File: config.mk
export PLATFORM = sky130hd
export DESIGN_NAME = tx_link_buffer_count_control
export DESIGN_NICKNAME = d
export VERILOG_FILES = /design/src/logic/tx_link_pkg.sv /design/src/logic/tx_link_buffer_count_control.sv
export VERILOG_INCLUDE_DIRS = /design/src /design/src/logic
export SDC_FILE = /design/constraint.sdc
export NUM_CORES = 1
export LEC_CHECK = 0
export BUFFER_PORTS_ARGS = -buffer_cell sky130_fd_sc_hd__buf_2
export CORE_MARGIN = 2
export CORE_UTILIZATION = 59
export CTS_BUF_LIST = sky130_fd_sc_hd__clkbuf_16
export DETAILED_ROUTE_END_ITERATION = 12
export PLACE_DENSITY_LB_ADDON = 0.25
export REMOVE_ABC_BUFFERS = 1
export SLEW_MARGIN = 20
export SYNTH_ARGS = -nofsm -noshare
export SYNTH_HDL_FRONTEND = slang
export SYNTH_SLANG_ARGS = --single-unit
File: constraint.sdc
create_clock -name clock -period 2.9 [get_ports clock]
set_input_delay 0.29 -clock clock [delete_from_list [all_inputs] [get_ports clock]]
set_output_delay 0.29 -clock clock [all_outputs]
set_load 0.005 [all_outputs]
File: src/logic/tx_link_consts.svh
/*
 * offsets, field positions, reset values and timing counts of the transmit
 * data-link buffer and count control.
 * assumes: included by bare name from the control module, the checker and the testbench.
 */
`ifndef TX_LINK_CONSTS_SVH
`define TX_LINK_CONSTS_SVH

// ****************************************************************
// register byte addresses
// ****************************************************************
`define TXL_ADDR_W           8
`define TXL_OFS_BUFCOUNT     8'h00
`define TXL_OFS_CONTROL      8'h04
`define TXL_OFS_STATUS       8'h08

// ****************************************************************
// field positions
// ****************************************************************
`define TXL_SEL_BIT          7
`define TXL_CNT_MSB          6
`define TXL_CTL_MOS_BIT      0
`define TXL_CTL_FCS_BIT      1
`define TXL_CTL_STOP_BIT     2
`define TXL_STA_BUSY_BIT     0
`define TXL_STA_ACT_BIT      1
`define TXL_STA_PEND_BIT     2

// ****************************************************************
// reset values
// ****************************************************************
`define TXL_RST_COUNT        7'h00
`define TXL_RST_SEL          1'h0
`define TXL_RST_CTL          3'h0

// ****************************************************************
// check sequence and timing
// ****************************************************************
`define TXL_CRC_INIT         16'hFFFF
`define TXL_CRC_POLY         16'h8408
`define TXL_MEM_LAT          1

`endif

File: src/logic/tx_link_pkg.sv
/*
 * types of the transmit data-link buffer and count control.
 * assumes: the consts header carries every number.
 */
`default_nettype none

package tx_link_pkg;

  // ****************************************************************
  // sequencer states, gray along idle-read-push-fcs-done
  // ****************************************************************
  typedef enum logic [2:0] {
    st_idle = 3'h0,
    st_read = 3'h1,
    st_push = 3'h3,
    st_fcs0 = 3'h2,
    st_fcs1 = 3'h6,
    st_done = 3'h7
  } tx_state_t;

endpackage : tx_link_pkg

`default_nettype wire

File: src/logic/tx_link_buffer_count_control.sv
/*
 * transmit data-link controller three: buffer select/availability, byte
 * count, octet sequencer with optional check sequence, two-entry output
 * buffer, apb register slave.
 * assumes: the two message buffers live outside and answer a read one
 * clock after buf_rd_en with data held until the next read; the link
 * side drains octets with valid/ready.
 */
// Decided for this implementation: the APB register port and the placing of the registers.
`timescale 1ns/1ns
`include "tx_link_consts.svh"
`default_nettype none

module tx_link_buffer_count_control #(
  parameter int COUNT_W = 7,
  parameter int DATA_W  = 8,
  parameter int BOS_LEN = 2
) (
  // clock and reset
  input  wire logic                   clock,
  input  wire logic                   resetn,
  // apb slave
  input  wire logic                   psel,
  input  wire logic                   penable,
  input  wire logic                   pwrite,
  input  wire logic [`TXL_ADDR_W-1:0] paddr,
  input  wire logic [31:0]            pwdata,
  output logic      [31:0]            prdata,
  output logic                        pready,
  output logic                        pslverr,
  // message buffer read port
  output logic                        buf_rd_en,
  output logic                        buf_rd_sel,
  output logic      [COUNT_W-1:0]     buf_rd_addr,
  input  wire logic [DATA_W-1:0]      buf_rd_data,
  // outbound octet stream
  output logic                        tx_valid,
  input  wire logic                   tx_ready,
  output logic      [DATA_W-1:0]      tx_data,
  output logic                        tx_last,
  // events
  output logic                        tx_end_of_transfer_irq
);

  // ****************************************************************
  // elaboration checks
  // ****************************************************************
  if (COUNT_W != 7) begin : g_bad_count
    $error("count field must be seven bits");
  end
  if (DATA_W != 8) begin : g_bad_data
    $error("octet path must be eight bits");
  end
  if (BOS_LEN < 1 || BOS_LEN > 127) begin : g_bad_bos
    $error("bit-oriented message length out of range");
  end

  localparam logic [COUNT_W-1:0] BOS_LAST = COUNT_W'(BOS_LEN - 1);

  function automatic logic [15:0] crc_step(input logic [15:0] c, input logic [7:0] d);
    logic [15:0] r;
    r = c;
    for (int i = 0; i < 8; i++) begin
      if (r[0] ^ d[i]) begin
        r = (r >> 1) ^ `TXL_CRC_POLY;
      end else begin
        r = r >> 1;
      end
    end
    return r;
  endfunction : crc_step

  // ****************************************************************
  // register state
  // ****************************************************************
  logic [COUNT_W-1:0]     count_q, count_d;
  logic                   mos_q, mos_d;
  logic                   fcs_en_q, fcs_en_d;
  logic                   stop_q, stop_d;
  logic                   last_sel_q, last_sel_d;
  logic                   pend_q, pend_d;
  logic                   pend_buf_q, pend_buf_d;

  // sequencer state
  tx_link_pkg::tx_state_t state_q, state_d;
  logic                   act_buf_q, act_buf_d;
  logic                   run_mos_q, run_mos_d;
  logic                   run_fcs_q, run_fcs_d;
  logic [COUNT_W-1:0]     len_q, len_d;
  logic [COUNT_W-1:0]     idx_q, idx_d;
  logic [COUNT_W-1:0]     rep_q, rep_d;
  logic [15:0]            crc_q, crc_d;
  logic                   eot_q, eot_d;

  // output buffer
  logic [DATA_W:0]        fifo_q [2];
  logic [DATA_W:0]        fifo_d [2];
  logic                   wptr_q, wptr_d, rptr_q, rptr_d;
  logic [1:0]             fcnt_q, fcnt_d;

  logic                   busy;
  logic                   avail_sel;
  logic                   wr_acc, rd_acc;
  logic                   start_now;
  logic                   push;
  logic [DATA_W:0]        push_word;
  logic                   in_ready;
  logic                   pop;

  assign busy      = (state_q != tx_link_pkg::st_idle);
  assign avail_sel = busy ? ~act_buf_q : last_sel_q;
  assign wr_acc    = psel && penable && pwrite;
  assign rd_acc    = psel && penable && !pwrite;
  assign in_ready  = (fcnt_q != 2'h2);
  assign pop       = tx_valid && tx_ready;

  // ****************************************************************
  // apb slave: zero wait states, error on unmapped addresses
  // ****************************************************************
  always_comb begin
    pready  = 1'b1;
    pslverr = 1'b0;
    prdata  = 32'h0;
    unique case (paddr)
      `TXL_OFS_BUFCOUNT: prdata = {24'h0, avail_sel, count_q};
      `TXL_OFS_CONTROL:  prdata = {29'h0, stop_q, fcs_en_q, mos_q};
      `TXL_OFS_STATUS:   prdata = {29'h0, pend_q, act_buf_q, busy};
      default:           pslverr = psel && penable;
    endcase
    if (!rd_acc) begin
      prdata = 32'h0;
    end
  end

  // ****************************************************************
  // register writes and start requests
  // ****************************************************************
  always_comb begin
    count_d    = count_q;
    mos_d      = mos_q;
    fcs_en_d   = fcs_en_q;
    stop_d     = stop_q;
    last_sel_d = last_sel_q;
    pend_d     = pend_q;
    pend_buf_d = pend_buf_q;
    start_now  = 1'b0;
    if (wr_acc && paddr == `TXL_OFS_CONTROL) begin
      mos_d    = pwdata[`TXL_CTL_MOS_BIT];
      fcs_en_d = pwdata[`TXL_CTL_FCS_BIT];
      stop_d   = pwdata[`TXL_CTL_STOP_BIT];
    end
    if (wr_acc && paddr == `TXL_OFS_BUFCOUNT) begin
      count_d = pwdata[`TXL_CNT_MSB:0];
      if (!busy) begin
        start_now  = 1'b1;
        last_sel_d = ~pwdata[`TXL_SEL_BIT];
      end else if (pwdata[`TXL_SEL_BIT] != act_buf_q) begin
        pend_d     = 1'b1;
        pend_buf_d = pwdata[`TXL_SEL_BIT];
      end
      // a write naming the buffer in use still loads the count but queues no start
    end
    if (state_q == tx_link_pkg::st_idle && pend_q) begin
      pend_d     = 1'b0;
      last_sel_d = ~pend_buf_q;
    end
  end

  always_ff @(posedge clock or negedge resetn) begin
    if (!resetn) begin
      count_q    <= `TXL_RST_COUNT;
      last_sel_q <= `TXL_RST_SEL;
      {stop_q, fcs_en_q, mos_q} <= `TXL_RST_CTL;
      pend_q     <= 1'b0;
      pend_buf_q <= 1'b0;
    end else begin
      count_q    <= count_d;
      last_sel_q <= last_sel_d;
      mos_q      <= mos_d;
      fcs_en_q   <= fcs_en_d;
      stop_q     <= stop_d;
      pend_q     <= pend_d;
      pend_buf_q <= pend_buf_d;
    end
  end

  // ****************************************************************
  // octet sequencer
  // ****************************************************************
  always_comb begin
    state_d   = state_q;
    act_buf_d = act_buf_q;
    run_mos_d = run_mos_q;
    run_fcs_d = run_fcs_q;
    len_d     = len_q;
    idx_d     = idx_q;
    rep_d     = rep_q;
    crc_d     = crc_q;
    eot_d     = 1'b0;
    push      = 1'b0;
    push_word = '0;
    buf_rd_en = 1'b0;
    unique case (state_q)
      tx_link_pkg::st_idle: begin
        if (start_now || pend_q) begin
          act_buf_d = start_now ? pwdata[`TXL_SEL_BIT] : pend_buf_q;
          run_mos_d = mos_q;
          run_fcs_d = mos_q && fcs_en_q;
          len_d     = mos_q ? count_d : BOS_LAST;
          rep_d     = count_d;
          idx_d     = '0;
          crc_d     = `TXL_CRC_INIT;
          if (mos_q && count_d == '0) begin
            state_d = run_fcs_d ? tx_link_pkg::st_fcs0 : tx_link_pkg::st_done;
          end else begin
            state_d = tx_link_pkg::st_read;
          end
        end
      end
      tx_link_pkg::st_read: begin
        buf_rd_en = 1'b1;
        state_d   = tx_link_pkg::st_push;
      end
      tx_link_pkg::st_push: begin
        if (in_ready) begin
          push = 1'b1;
          // frame-end marker on the last header/payload octet when no check sequence follows
          push_word = {run_mos_q ? (idx_q == len_q - 1'b1) && !run_fcs_q
                                 : (idx_q == len_q), buf_rd_data};
          crc_d = crc_step(crc_q, buf_rd_data);
          idx_d = idx_q + 1'b1;
          state_d = tx_link_pkg::st_read;
          if (run_mos_q && idx_q == len_q - 1'b1) begin
            state_d = run_fcs_q ? tx_link_pkg::st_fcs0 : tx_link_pkg::st_done;
          end else if (!run_mos_q && idx_q == len_q) begin
            idx_d = '0;
            if (stop_q) begin
              state_d = tx_link_pkg::st_done;
            end else if (rep_q == '0) begin
              state_d = tx_link_pkg::st_read;
            end else if (rep_q == COUNT_W'(1)) begin
              state_d = tx_link_pkg::st_done;
            end else begin
              rep_d = rep_q - 1'b1;
            end
          end
        end
      end
      tx_link_pkg::st_fcs0: begin
        if (in_ready) begin
          push      = 1'b1;
          push_word = {1'b0, ~crc_q[7:0]};
          state_d   = tx_link_pkg::st_fcs1;
        end
      end
      tx_link_pkg::st_fcs1: begin
        if (in_ready) begin
          push      = 1'b1;
          push_word = {1'b1, ~crc_q[15:8]};
          state_d   = tx_link_pkg::st_done;
        end
      end
      tx_link_pkg::st_done: begin
        eot_d   = 1'b1;
        state_d = tx_link_pkg::st_idle;
      end
      default: begin
        state_d = tx_link_pkg::st_idle;
      end
    endcase
  end

  assign buf_rd_sel  = act_buf_q;
  assign buf_rd_addr = idx_q;

  always_ff @(posedge clock or negedge resetn) begin
    if (!resetn) begin
      state_q   <= tx_link_pkg::st_idle;
      act_buf_q <= 1'b0;
      run_mos_q <= 1'b0;
      run_fcs_q <= 1'b0;
      len_q     <= '0;
      idx_q     <= '0;
      rep_q     <= '0;
      crc_q     <= `TXL_CRC_INIT;
      eot_q     <= 1'b0;
    end else begin
      state_q   <= state_d;
      act_buf_q <= act_buf_d;
      run_mos_q <= run_mos_d;
      run_fcs_q <= run_fcs_d;
      len_q     <= len_d;
      idx_q     <= idx_d;
      rep_q     <= rep_d;
      crc_q     <= crc_d;
      eot_q     <= eot_d;
    end
  end

  assign tx_end_of_transfer_irq = eot_q;

  // ****************************************************************
  // two-entry output buffer: a stalled link holds the sequencer
  // ****************************************************************
  always_comb begin
    fifo_d = fifo_q;
    wptr_d = wptr_q;
    rptr_d = rptr_q;
    fcnt_d = fcnt_q;
    if (push) begin
      fifo_d[wptr_q] = push_word;
      wptr_d         = ~wptr_q;
    end
    if (pop) begin
      rptr_d = ~rptr_q;
    end
    if (push && !pop) begin
      fcnt_d = fcnt_q + 2'h1;
    end else if (pop && !push) begin
      fcnt_d = fcnt_q - 2'h1;
    end
  end

  always_ff @(posedge clock or negedge resetn) begin
    if (!resetn) begin
      fifo_q[0] <= '0;
      fifo_q[1] <= '0;
      wptr_q    <= 1'b0;
      rptr_q    <= 1'b0;
      fcnt_q    <= 2'h0;
    end else begin
      fifo_q <= fifo_d;
      wptr_q <= wptr_d;
      rptr_q <= rptr_d;
      fcnt_q <= fcnt_d;
    end
  end

  assign tx_valid = (fcnt_q != 2'h0);
  assign tx_data  = fifo_q[rptr_q][DATA_W-1:0];
  assign tx_last  = fifo_q[rptr_q][DATA_W];

endmodule : tx_link_buffer_count_control

`default_nettype wire

# Word-level counts from Yosys, hierarchy flattened
# Index checks and enable logic that the tools add are counted.
[op_classes] reduce_logical=41 bitwise=25 eq_ne=22 n_mux=84 order_cmp=3 addsub=5
[ops] op="$mux W16" n=24
[ops] op="$mux W7" n=13
[ops] op="$mux W9" n=6
[ops] op="$mux W3" n=12
[ops] op="$pmux W16 S2" n=1
[ops] op="$pmux W7 S2" n=2
[ops] op="$pmux W9 S3" n=1
[ops] op="$not A2 Y3" n=8
[ops] op="$pmux W8 S3" n=1
[ops] op="$bwmux W18" n=1
[ops] op="$ne A2 B2 Y1 const B" n=9
[ops] op="$mux W1" n=17
[ops] op="$mux W8" n=2
[ops] op="$not A8 Y8" n=2
[ops] op="$logic_and A1 B1 Y1" n=15
[ops] op="$pmux W3 S5" n=1
[ops] op="$eq A7 B7 Y1" n=2
[ops] op="$logic_not A7 Y1" n=2
[ops] op="$sub A7 B1 Y7 const B" n=2
[ops] op="$reduce_bool A2 Y1" n=6
[ops] op="$demux W9 S1" n=1
[ops] op="$reduce_and A3 Y1" n=3
[ops] op="$eq A8 B3 Y1 const B" n=1
[ops] op="$eq A8 B4 Y1 const B" n=1
[ops] op="24 further kinds" n=47
[totals] elab_cells=201 input_bits=54 ff_bits=79 out_inout_bits=54

# Longest topological paths before layout
[logic_depth] depth_word=32 mapped_depth=8

# Least setup slack after synthesis
# Ideal clock, no wire load.
[synth_timing] path_kind="register to register" startpoint="register idx_q[5], in the netlist buf_rd_addr[5]" endpoint="register rep_q[2]" setup_slack_ns=0.960 t_arrival_ns=1.818 setup_ns=0.122 required_ns=2.778 stages_incl_launch_ff=7 synth_period_minus_slack_ns=1.940 path_cell_list="dfrtp_1 > xnor2_1 > or4b_4 > o21ai_4 > buf_6 > o221ai_1 > a32o_1"
[synth_via] elab_chain_cells=4
[synth_lines] element="from (decl)" line_no="tx_link_buffer_count_control.sv:90" rtl="logic [COUNT_W-1:0] idx_q, idx_d;"
[synth_lines] element="from (signal assigned)" line_no="tx_link_buffer_count_control.sv:293" rtl="idx_q <= idx_d;"
[synth_lines] element="$eq A7 B7 Y1, on equally long branches" line_no="tx_link_buffer_count_control.sv:235, tx_link_buffer_count_control.sv:233"
[synth_lines] element="$logic_and A1 B1 Y1, on equally long branches" line_no="tx_link_buffer_count_control.sv:235, tx_link_buffer_count_control.sv:233"
[synth_lines] element="$ne A2 B2 Y1 (no source line)"
[synth_lines] element="$reduce_and A8 Y1 (no source line) (*)"
[synth_lines] element="to (signal assigned)" line_no="tx_link_buffer_count_control.sv:294" rtl="rep_q <= rep_d;"
[synth_lines] element="to (decl)" line_no="tx_link_buffer_count_control.sv:91" rtl="logic [COUNT_W-1:0] rep_q, rep_d;"
# Mark *: on every way between the ends. The rest lies on a longest branch, timed or not.
# A chain may end at the register's enable or synchronous reset.

# Final worst setup path
[layout_timing] startpoint="register state_q[0]" endpoint="register rep_q[1]"
[layout_via] elab_chain_cells=6
[layout_lines] element="from (decl)" line_no="tx_link_buffer_count_control.sv:85" rtl="tx_link_pkg::tx_state_t state_q, state_d;"
[layout_lines] element="from (signal assigned)" line_no="tx_link_buffer_count_control.sv:278" rtl="state_q <= tx_link_pkg::st_idle;"
[layout_lines] element="from (signal assigned)" line_no="tx_link_buffer_count_control.sv:288" rtl="state_q <= state_d;"
[layout_lines] element="$reduce_bool A3 Y1" line_no="tx_link_buffer_count_control.sv:110" rtl="assign busy = (state_q != tx_link_pkg::st_idle);"
[layout_lines] element="$mux W1" line_no="tx_link_buffer_count_control.sv:154" rtl="if (!busy) begin"
[layout_lines] element="$mux W1" line_no="tx_link_buffer_count_control.sv:152" rtl="if (wr_acc && paddr == `TXL_OFS_BUFCOUNT) begin"
[layout_lines] element="$logic_or A1 B1 Y1" line_no="tx_link_buffer_count_control.sv:205" rtl="if (start_now || pend_q) begin"
[layout_lines] element="$ne A2 B1 Y1 (no source line)"
[layout_lines] element="$reduce_and A8 Y1 (no source line)"
# Several ways; a longest one is shown, not always the timed one.

==> run summary <==
## Final layout
- 22.5% — proportion of layout cells with a drive suffix above 1
- 68.5% — share of the core filled with cells
- 0 — # diodes
- 11.3% — area growth from synthesis to layout
- 619 — net count reported at finish

## GRT
- 25.3% — GR Util All Layers
- 35.0% — met1 track demand over resource in global routing
- 3,671 — vias in the first global route
- met2 — global route hottest layer
- 17,600 um — first-pass GRT wire length
- 0 — number of antenna violations at the first check in global routing
- 3.69% — global routing met3 resource utilization
- 0 — overall overflow remaining after global route
- 80 — largest net degree at the start of global routing
- 40.5% — met2 GRT Util

## Synth
- 79 — synthesis-stage register bit count
- sky130_fd_sc_hd__dfrtp_1 — Top FF cell, synth
- sky130_fd_sc_hd__dfrtp_1 — post-synth top area cell
- 0 — number of warnings issued by yosys
- 41.6% — share of the yosys chip area belonging to registers
- 0 — number of enable flip-flop cells after synthesis
- sky130_fd_sc_hd__dfrtp_1, sky130_fd_sc_hd__dfstp_2, sky130_fd_sc_hd__nor2_1, sky130_fd_sc_hd__xnor2_1, sky130_fd_sc_hd__mux2i_1 — largest cells by area after synthesis
- 9.47 um^2 — syn avg cell area
- 32.8% — fraction of post-synthesis cell area in the top cell type by area
- 507 — Cells after Synth
- 100% — FFs w/ async S/R, synth
- 67 — post-synthesis cell type count
- sky130_fd_sc_hd__nor2_1 — most instantiated library cell after synthesis
- 0.00480 mm^2 — Cell Area, Synth
- sky130_fd_sc_hd__nor2_1, sky130_fd_sc_hd__dfrtp_1, sky130_fd_sc_hd__a21oi_1, sky130_fd_sc_hd__xnor2_1 — Post-synth top cells

## Power
- 809 mW/mm^2 — total power divided by cell area
- 2.50 nW — leakage power total
- 0.335 mV — maximum vdd drop
- 4.32 mW — post-layout power

## Worst setup path
- 3.15 ns — required time reported for the critical path endpoint
- flop — capturing element type of the critical path
- flop — Setup crit start kind
- flop to flop — Crit Path Class
- 2.63 ns — data arrival time of the critical path
- 15 — Max FO, Critical Path

## STA
- 0 — setup violation total in the final timing report
- 0.0113 ns — worst-case clock skew
- 2.38 ns — crit path time final
- 0 — final count of pins violating max slew
- no — RSZ-0062 raised after global routing
- 81.9% — share of the cycle needed by the critical path after routing
- -0.0185 ns — Hold Slack
- 49.0% — worst rel slew slack
- 421 MHz — fmax
- 0.764 ns — actual transition at the worst max-transition pin
- 13 — Hold Fails Final Rpt

## Clock tree
- 2 — CTS Buffer Depth
- 0 — post-cts hold buffer count
- 9 — Num CTS Buffers
- 0 — Resize count post-CTS
- 0.34 ns — clock latency on the worst-skew pair
- 79 — CTS Sinks
- built — TritonCTS clock tree
- 0.07 ns — clock transition time at the flip-flop clock pins of the worst setup and hold paths
- sky130_fd_sc_hd__clkbuf_16 — library cell used as clock root buffer
- 3 — H-Tree Depth
- 0 — Post-CTS Setup Bufs

## Route
- 5.86 — vias per cell
- 236 — number of DRC markers in iteration 0
- 10,600 um — total wirelength of the detailed-routed design
- 0 — detailed-route DRC error count
- 15.8 um — WL per Instance
- 5 — number of detailed-route iterations in the first pass
- 0 — number of antenna-violating nets in the routed design
- 3,907 — routed via count

## Die
- 0.00781 mm^2 — Core Footprint
- 94.2 um — height of the chip
- 0.00888 mm^2 — die area
- 94.2 um — Die Width
- 108 — I/O pin count
- 32 — site row count
- 61.5% — effective utilization at floorplan

## Run
- 0 — number of violations of the max-capacitance limit

## Placed design
- 7520 um — sum of net half-perimeters after detailed placement
- 0.886 — GP Congestion
- 58 — number of buffers inserted by port buffering

## Hold path
- input pin to asynchronous set/reset pin — class of the most critical hold timing path

## Outcome
- hold timing — violations in the final reports
- complete, but fails checks — result of the run

[path summary, 6_finish.rpt]
check                      slack, ns  cells after the start        from          to
setup / recovery                0.52                      5  state_q[0]    rep_q[1]
hold / removal                 -0.02                      1      resetn      pend_q
setup reg to reg                0.52                      5  state_q[0]    rep_q[1]
hold reg to reg                 0.52                      1   fcnt_q[1]   fcnt_q[1]
max in group asynchronous       2.43                      1      resetn    len_q[5]
min in group clock              0.23                      2   pwdata[6]  count_q[6]
[report_power, final]
group / switching [mW] / internal [mW] / total, mW
combinational: 0.845 / 0.732 / 1.58
sequential: 0.248 / 1.43 / 1.67
clock: 0.483 / 0.587 / 1.07
total: 1.58 / 2.75 / 4.32
[final cells by class]
class | instances | area, um^2
Clock buffer | 9 | 225
Clock inverter | 7 | 53.8
Fill cell | 629 | 2460
Inverter | 20 | 75.1
Multi-Input combinational cell | 384 | 2510
Sequential cell | 79 | 2000
Tap cell | 102 | 128
Timing Repair Buffer | 66 | 357
[state kept, by name (all words and copies together), names as in the netlist, 2 cells and up]
name         flops
fcnt_q           2
len_q            7
crc_q           16
buf_rd_addr      7
fifo_q          18
count_q          7
state_q          3
rep_q            7
[cell usage in the layout, fill, tap and decap left out, drive strengths merged, types with 18 or more instances in the layout]
cell and n:
mux2i 19, inv 23, nand2 26, conb 25, dfrtp 63, a22oi 18, xnor2 27, buf 66
a21oi 34, nor2 70
[stage by stage]
step                cells  setup TNS, ns  setup slack [ns]  cell area, um^2
floorplan             483         -0.686            -0.327             4580
global placement      651              0             0.647             5060
detailed placement    651              0             0.549             5060
CTS                   667              0             0.530             5340
global route          667              0             0.323             5350
finish                667              0             0.524             5350
[cell families after synthesis]
family                     share of synthesized area, %
AOI/OAI and AO/OA                                  16.2
xor gates and xnor gates                           7.48
adders and majority gates                          1.30
buffers and inverters                              8.00
DFF                                                41.6
muxes                                              7.71
other                                             0.156
and+or+nand+nor                                    17.6
[metal layers]
metal  wire, um  vias up
met3        591       19
met1       4770     1891
met5          0        -
met2       5040      129
li1           -     1868
met4        163        0
[critical path, cell delays in order, from the launching register on]
cell and delay (ns):
sky130_fd_sc_hd__dfrtp_1 0.55, sky130_fd_sc_hd__inv_1 0.22, sky130_fd_sc_hd__nand3_1 0.24, sky130_fd_sc_hd__a21oi_2 0.64, sky130_fd_sc_hd__o21a_1 0.41, sky130_fd_sc_hd__mux2i_1 0.22
Note: power is estimated with default switching activity, not from simulation.
